===== src/dcs_consts.svh =====
// Purpose: Shared constants for the daisy-chain frame statistics counters
// Assumes: Register indices are word addresses on the register bus
// Notes:   Byte address of a register is four times its index
`ifndef DCS_CONSTS_SVH
`define DCS_CONSTS_SVH

// Counter geometry
`define DCS_CNT_WIDTH          16
`define DCS_BYTE_WIDTH         8
`define DCS_ADDR_WIDTH         10
`define DCS_DATA_WIDTH         32
`define DCS_NUM_CNT            3

// Register indices (word addresses)
`define DCS_UP_RX_GOOD_HI_IDX  10'h275
`define DCS_UP_RX_GOOD_LO_IDX  10'h276
`define DCS_LO_RX_RESP_HI_IDX  10'h277
`define DCS_LO_RX_RESP_LO_IDX  10'h278
`define DCS_UP_TX_RESP_HI_IDX  10'h279
`define DCS_UP_TX_RESP_LO_IDX  10'h27A
`define DCS_LO_SNAP_TRIG_IDX   10'h280
`define DCS_UP_SNAP_TRIG_IDX   10'h281

// Reset values and count constants
`define DCS_CNT_RESET          16'h0000
`define DCS_CNT_ALL_ONES       16'hFFFF
`define DCS_CNT_ONE            16'h0001
`define DCS_RDATA_ZERO         32'h0000_0000

`endif


===== src/dcs_pkg.sv =====
// Purpose: Types for the daisy-chain frame statistics counters
// Assumes: Constants come from dcs_consts.svh
// Notes:   Holds types only
package dcs_pkg;

    // Bus slave handshake state
    typedef enum logic [0:0] {
        DCS_BUS_IDLE = 1'b0,
        DCS_BUS_ACK  = 1'b1
    } dcs_bus_state_type;

    // Counter channel numbering
    typedef enum logic [1:0] {
        DCS_CH_UP_RX_GOOD = 2'h0,
        DCS_CH_LO_RX_RESP = 2'h1,
        DCS_CH_UP_TX_RESP = 2'h2
    } dcs_channel_type;

endpackage


===== src/dcs_sat_counter.sv =====
// Purpose: Saturating frame counter with a snapshot register
// Assumes: inc_i and snap_i are one-cycle pulses on clk_i
// Notes:   A snapshot copies the live count out and restarts the live count
`timescale 1ns/100ps
`include "dcs_consts.svh"

module dcs_sat_counter #(
    parameter int WIDTH = `DCS_CNT_WIDTH
) (
    input  wire logic             clk_i,   // Device clock
    input  wire logic             rstn_i,  // Async reset, active low
    input  wire logic             inc_i,   // Qualifying frame seen
    input  wire logic             snap_i,  // Copy out and restart
    output logic [WIDTH-1:0]      snap_o   // Value seen by software
);

    logic [WIDTH-1:0] count_r;
    logic [WIDTH-1:0] count_nxt;
    logic [WIDTH-1:0] snap_r;

    // Next live count; a frame in the snapshot cycle opens the new window
    always_comb begin
        if (snap_i) begin
            count_nxt = inc_i ? WIDTH'(`DCS_CNT_ONE) : WIDTH'(`DCS_CNT_RESET);
        end else if (inc_i && (count_r != WIDTH'(`DCS_CNT_ALL_ONES))) begin
            count_nxt = count_r + WIDTH'(`DCS_CNT_ONE);
        end else begin
            count_nxt = count_r;
        end
    end

    // Live counter starts from zero
    always_ff @(posedge clk_i or negedge rstn_i) begin
        if (!rstn_i) begin
            count_r <= WIDTH'(`DCS_CNT_RESET);
        end else begin
            count_r <= count_nxt;
        end
    end

    // Software view changes only at a snapshot, so all bytes agree
    always_ff @(posedge clk_i or negedge rstn_i) begin
        if (!rstn_i) begin
            snap_r <= WIDTH'(`DCS_CNT_RESET);
        end else if (snap_i) begin
            snap_r <= count_r;
        end
    end

    assign snap_o = snap_r;

endmodule


===== src/dcs_stat_top.sv =====
// Purpose: Daisy-chain frame statistics counters behind an Avalon-MM slave
// Assumes: Frame event inputs are one-cycle pulses synchronous to clk_i
// Notes:   Every access waits exactly one cycle; registers are read-only
`timescale 1ns/100ps
`include "dcs_consts.svh"

module dcs_stat_top #(
    parameter int CNT_WIDTH  = `DCS_CNT_WIDTH,
    parameter int ADDR_WIDTH = `DCS_ADDR_WIDTH
) (
    input  wire logic                       clk_i,              // 40 MHz device clock
    input  wire logic                       rstn_i,             // Async reset, active low
    input  wire logic [ADDR_WIDTH-1:0]      avs_address_i,      // Word address (index)
    input  wire logic                       avs_read_i,         // Read request
    input  wire logic                       avs_write_i,        // Write request
    input  wire logic [`DCS_DATA_WIDTH-1:0] avs_writedata_i,    // Write data, ignored
    input  wire logic [3:0]                 avs_byteenable_i,   // Byte lanes, ignored
    output logic [`DCS_DATA_WIDTH-1:0]      avs_readdata_o,     // Registered read data
    output logic                            avs_waitrequest_o,  // Stall until answer
    input  wire logic                       hs_rx_frame_done_i, // High-side frame ended
    input  wire logic                       hs_rx_frame_ok_i,   // That frame had no error
    input  wire logic                       ls_rx_resp_good_i,  // Low-side good response
    input  wire logic                       hs_tx_resp_sent_i   // High-side response sent
);

    localparam int NCH = `DCS_NUM_CNT;

    dcs_pkg::dcs_bus_state_type bus_state_r;
    dcs_pkg::dcs_bus_state_type bus_state_nxt;

    logic                        req_take;
    logic                        rd_take;
    logic                        ls_snap;
    logic                        hs_snap;
    logic [NCH-1:0]              ch_inc;
    logic [NCH-1:0]              ch_snap;
    logic [CNT_WIDTH-1:0]        ch_val [NCH];
    logic [`DCS_DATA_WIDTH-1:0]  rdata_nxt;
    logic [`DCS_DATA_WIDTH-1:0]  rdata_r;
    logic [`DCS_BYTE_WIDTH-1:0]  byte_sel;
    logic                        wr_ignored;

    // A request is taken only in the idle state; the answer comes a cycle later
    assign req_take = (bus_state_r == dcs_pkg::DCS_BUS_IDLE) && (avs_read_i || avs_write_i);
    assign rd_take  = req_take && avs_read_i;

    // Writes complete normally; they change no counter but clear the read data register
    assign wr_ignored = req_take && avs_write_i;

    // Trigger reads fire once per access, at the edge that takes them
    assign ls_snap = rd_take && (avs_address_i == ADDR_WIDTH'(`DCS_LO_SNAP_TRIG_IDX));
    assign hs_snap = rd_take && (avs_address_i == ADDR_WIDTH'(`DCS_UP_SNAP_TRIG_IDX));

    // Event qualification per channel
    assign ch_inc[dcs_pkg::DCS_CH_UP_RX_GOOD] = hs_rx_frame_done_i && hs_rx_frame_ok_i;
    assign ch_inc[dcs_pkg::DCS_CH_LO_RX_RESP] = ls_rx_resp_good_i;
    assign ch_inc[dcs_pkg::DCS_CH_UP_TX_RESP] = hs_tx_resp_sent_i;

    // Each port's trigger refreshes only that port's counters
    assign ch_snap[dcs_pkg::DCS_CH_UP_RX_GOOD] = hs_snap;
    assign ch_snap[dcs_pkg::DCS_CH_LO_RX_RESP] = ls_snap;
    assign ch_snap[dcs_pkg::DCS_CH_UP_TX_RESP] = hs_snap;

    // One saturating counter per channel
    genvar g;
    generate
        for (g = 0; g < NCH; g++) begin : g_cnt
            dcs_sat_counter #(
                .WIDTH (CNT_WIDTH)
            ) u_cnt (
                .clk_i  (clk_i),
                .rstn_i (rstn_i),
                .inc_i  (ch_inc[g]),
                .snap_i (ch_snap[g]),
                .snap_o (ch_val[g])
            );
        end
    endgenerate

    // Read decode; unmapped and trigger addresses read as zero
    always_comb begin
        byte_sel  = '0;
        rdata_nxt = `DCS_RDATA_ZERO;
        unique case (avs_address_i)
            ADDR_WIDTH'(`DCS_UP_RX_GOOD_HI_IDX): begin
                byte_sel = ch_val[dcs_pkg::DCS_CH_UP_RX_GOOD][15:8];
            end
            ADDR_WIDTH'(`DCS_UP_RX_GOOD_LO_IDX): begin
                byte_sel = ch_val[dcs_pkg::DCS_CH_UP_RX_GOOD][7:0];
            end
            ADDR_WIDTH'(`DCS_LO_RX_RESP_HI_IDX): begin
                byte_sel = ch_val[dcs_pkg::DCS_CH_LO_RX_RESP][15:8];
            end
            ADDR_WIDTH'(`DCS_LO_RX_RESP_LO_IDX): begin
                byte_sel = ch_val[dcs_pkg::DCS_CH_LO_RX_RESP][7:0];
            end
            ADDR_WIDTH'(`DCS_UP_TX_RESP_HI_IDX): begin
                byte_sel = ch_val[dcs_pkg::DCS_CH_UP_TX_RESP][15:8];
            end
            ADDR_WIDTH'(`DCS_UP_TX_RESP_LO_IDX): begin
                byte_sel = ch_val[dcs_pkg::DCS_CH_UP_TX_RESP][7:0];
            end
            default: begin
                byte_sel = '0;
            end
        endcase
        // Narrow data in the low lane, upper bits zero
        rdata_nxt = {{(`DCS_DATA_WIDTH-`DCS_BYTE_WIDTH){1'b0}}, byte_sel};
    end

    // Handshake state: idle, then one answer cycle with waitrequest low
    always_comb begin
        bus_state_nxt = bus_state_r;
        unique case (bus_state_r)
            dcs_pkg::DCS_BUS_IDLE: begin
                if (req_take) begin
                    bus_state_nxt = dcs_pkg::DCS_BUS_ACK;
                end
            end
            dcs_pkg::DCS_BUS_ACK: begin
                bus_state_nxt = dcs_pkg::DCS_BUS_IDLE;
            end
        endcase
    end

    always_ff @(posedge clk_i or negedge rstn_i) begin
        if (!rstn_i) begin
            bus_state_r <= dcs_pkg::DCS_BUS_IDLE;
        end else begin
            bus_state_r <= bus_state_nxt;
        end
    end

    // Read data captured from the views as they stood before any snapshot
    always_ff @(posedge clk_i or negedge rstn_i) begin
        if (!rstn_i) begin
            rdata_r <= `DCS_RDATA_ZERO;
        end else if (rd_take) begin
            rdata_r <= rdata_nxt;
        end else if (wr_ignored) begin
            rdata_r <= `DCS_RDATA_ZERO;
        end
    end

    // Stall while a request waits to be taken; answer cycle never stalls
    assign avs_waitrequest_o = (bus_state_r == dcs_pkg::DCS_BUS_IDLE)
                               && (avs_read_i || avs_write_i);
    assign avs_readdata_o    = rdata_r;

endmodule

===== config.mk =====
export PLATFORM = sky130hd
export DESIGN_NAME = dcs_stat_top
export DESIGN_NICKNAME = d
export VERILOG_FILES = /design/src/dcs_pkg.sv /design/src/dcs_sat_counter.sv /design/src/dcs_stat_top.sv
export VERILOG_INCLUDE_DIRS = /design/src
export SDC_FILE = /design/constraint.sdc
export NUM_CORES = 1
export LEC_CHECK = 0
export ABC_CLOCK_PERIOD_IN_PS = 4150
export BUFFER_PORTS_ARGS = -buffer_cell sky130_fd_sc_hd__buf_2
export CORE_MARGIN = 10
export CORE_UTILIZATION = 44
export CTS_BUF_LIST = sky130_fd_sc_hd__clkbuf_2
export DETAILED_ROUTE_END_ITERATION = 10
export SLEW_MARGIN = 20
export SYNTH_ARGS = -nofsm -noshare
export SYNTH_HDL_FRONTEND = slang
export SYNTH_SLANG_ARGS = --single-unit
export TNS_END_PERCENT = 50

===== constraint.sdc =====
create_clock -name clk_i -period 4.15 [get_ports clk_i]
set_input_delay 0.2075 -clock clk_i [delete_from_list [all_inputs] [get_ports clk_i]]
set_output_delay 0.2075 -clock clk_i [all_outputs]
set_load 0.05 [all_outputs]

==> results.ini <==
[run_status]
status=finished clean

[sta]
rsz0062_at_grt=no
relSlewSlack_pct=37.95
fin_crit_ns=2.321
finalMaxSlewViolations=0
setup_viol=0
max_freq_mhz=430.9
fin_worst_skew_ns=0.03926
worst_slew_pin_slew_ns=0.9297
fin_ws_ns=1.829
finalHoldViolations=0
period_share_pct=55.93
tns_ns=0
fin_hold_ws_ns=0.06243

[die]
coreArea_um2=12060
ioPinCount=87
start_util_pct=45.17
die_area_um2=17230
die_x_um=131.3
row_count=40
die_h_um=131.3

[clock_tree]
numCtsBuffers=9
cts_tree=built
cts-root-buf=clkbuf_2
clk_pin_slew_ns=0.29
post_cts_buffers=0
cts.sinks=105
cts_htree_levels=3
clockBufferDepth=2
clock_latency_ns=0.62

[synth]
async_reset_ff_share_pct=100.0
ys_seq_elements=105
yosys-top-cells-area=dfrtp_1 (48%), nand2_1 (9.6%), nor2_1 (3.4%)
synth_cells=588
synth_edf_count=0
syn_area_per_cell_um2=9.265
synth-main-ff-cell=dfrtp_1
synth_largest_area_cell=dfrtp_1
ys_types=54
ys_seq_area_share_pct=48.23
netlist_area_um2=5448
ys_warn_count=0
synth_top_area_share_pct=48.23

[global_route]
overflow=0
antenna_found_initial=0
met2_usage_pct=19.71
grt_start_max_net_pins=66
grt_use_met3_pct=3.811
top_usage_layer=met2
grt_use_met1_pct=19.02
grt_pass1_vias=3936
grt_pass1_wl_um=20000
track_usage_pct=13.70

[placement]
dpl.cell_count=757
dpl_worst_slack_ns=1.870
place_congestion=0.8554
dp_hpwl_um=8380
portBuffers=26

[final_layout]
fillers=1142
area_delta_synth_final_pct=6.017
seq_area_um2=2628
fin_cells=779
diodes=0
postLayoutCoreUtil_pct=47.88
drive_gt1_share_pct=10.31
multi_input_area_um2=2570
fin_nets=663

[detailed_routing]
wl_um=11790
drc_errors=0
via_count=4136
ant_nets=0
wl_per_cell_um=15.14
drtIter0Drc=297
dr.pass1.iters=5
avgViaCountPerCell=5.309

[power_and_ir_drop]
vdd_drop_max_uv=226.7
power.leakage_uw=0.002754
power_density_nw_per_um2=354.4

[critical_path]
critPathKind=register to register
cp.required_ns=4.74
path_max_fanout=32
critPathLaunchType=register
endpoint_kind=register
crit_arrival_ns=2.91

[worst_hold_path]
worst_hold_path_type=input port to register

[job]
maxCapViolations=0

power by group:
part	internal [uW]	switching (uW)	leakage [uW]
Combinational	102	174	0.00125
Sequential	1100	121	0.00143
Clock	197	348	0.0000760
Total	1400	644	0.00275
state kept, by name (all words and copies together), names as in the netlist:
name and flops:
bus_state_r 1, g_cnt.u_cnt.count_r 48, g_cnt.u_cnt.snap_o 48, avs_readdata_o 8
Yosys cell counts (4+ instances only):
library cell / count
o21ai_1: 11
a22o_1: 5
and4_1: 9
buf_6: 4
nand4_1: 20
mux2i_1: 4
a22oi_1: 12
buf_2: 12
nand2_1: 139
clkbuf_1: 11
nor3_1: 14
and3_1: 12
mux2_1: 7
nor2_1: 49
xor2_1: 21
mux2_2: 10
nor2b_1: 5
nand3_1: 30
xnor2_1: 16
nor4_1: 5
buf_4: 24
inv_1: 4
a21oi_1: 9
dfrtp_1: 105
cell families (layout without fill, tap and decap cells):
logic type      count (synthesis)  in the layout  synth area share (%)
compound gates                 56             56                 6.890
buf+inv                        55             55                 6.270
simple gates                  309            309                 27.38
fa+ha+maj                       3              3                0.6891
flops                         105            105                 48.23
mux                            22             22                 4.525
xor+xnor                       37             37                 5.949
other cells                     1             24               0.06884
final timing paths:
check	from	to	slack (ns)	cells past startpoint
worst min register to register	g_cnt[0].u_cnt.snap_o[7]	g_cnt[0].u_cnt.snap_o[7]	0.50	2
worst max register to register	bus_state_r	g_cnt[0].u_cnt.snap_o[14]	1.83	6
worst max-delay path	bus_state_r	g_cnt[0].u_cnt.snap_o[14]	1.83	6
max in group asynchronous	rstn_i	g_cnt[2].u_cnt.count_r[0]	2.91	3
min in group asynchronous	rstn_i	g_cnt[1].u_cnt.count_r[5]	0.17	2
worst min-delay path	avs_read_i	bus_state_r	0.06	3
area by class of cell:
| type | count | area share, % |
|---|---|---|
| tap | 168 | 3.640 |
| inverter | 4 | 0.2600 |
| clock inverter | 7 | 1.603 |
| clock buffer | 9 | 0.7799 |
| multi-input combinational | 451 | 44.50 |
| timing repair buffer | 35 | 3.726 |
| sequential | 105 | 45.49 |
through the flow:
| step | area, um2 | total power, uW |
|---|---|---|
| 2_1_floorplan | 5534 | 1438 |
| 3_3_place_gp | 5578 | 1502 |
| 3_5_place_dp | 5578 | 1513 |
| 4_1_cts | 5766 | 2067 |
| 5_1_grt | 5776 | 2171 |
| 6_report | 5776 | 2047 |
repair_timing:
action                    CTS  global route
hold endpoints to repair   74             1
resized for setup           0             0
hold buffers                5             1
metal layers:
metal  routed length [um]  part of all wire (%)
met4                  267                   2.3
met5                    0                     0
met3                  569                   4.8
met2                 5125                    43
met1                 5829                    49
worst max-delay path: stages, from the launching register on:
cell and delay [ns]:
dfrtp_1 0.46, nand4bb_1 0.24, nand3b_1 0.30, nor2_4 0.62
buf_4 0.43, nand2_1 0.14, nand2_1 0.08
cells in the final DEF, fill, tap and decap left out, types with 5 or more instances in the layout:
cell type and n:
dlygate4sd3_1 6, nor2_1 49, nand2_1 139, and3_1 12
nor4_1 5, a21oi_1 9, buf_2 25, dfrtp_1 105
nand3_1 30, mux2_2 10, a22o_1 5, conb_1 24
clkbuf_2 9, nand4_1 20, nor2b_1 5, and4_1 9
xor2_1 21, mux2_1 7, nor3_1 14, a22oi_1 12
xnor2_1 16, o21ai_1 11
Note: power is estimated with default switching activity, not from simulation.
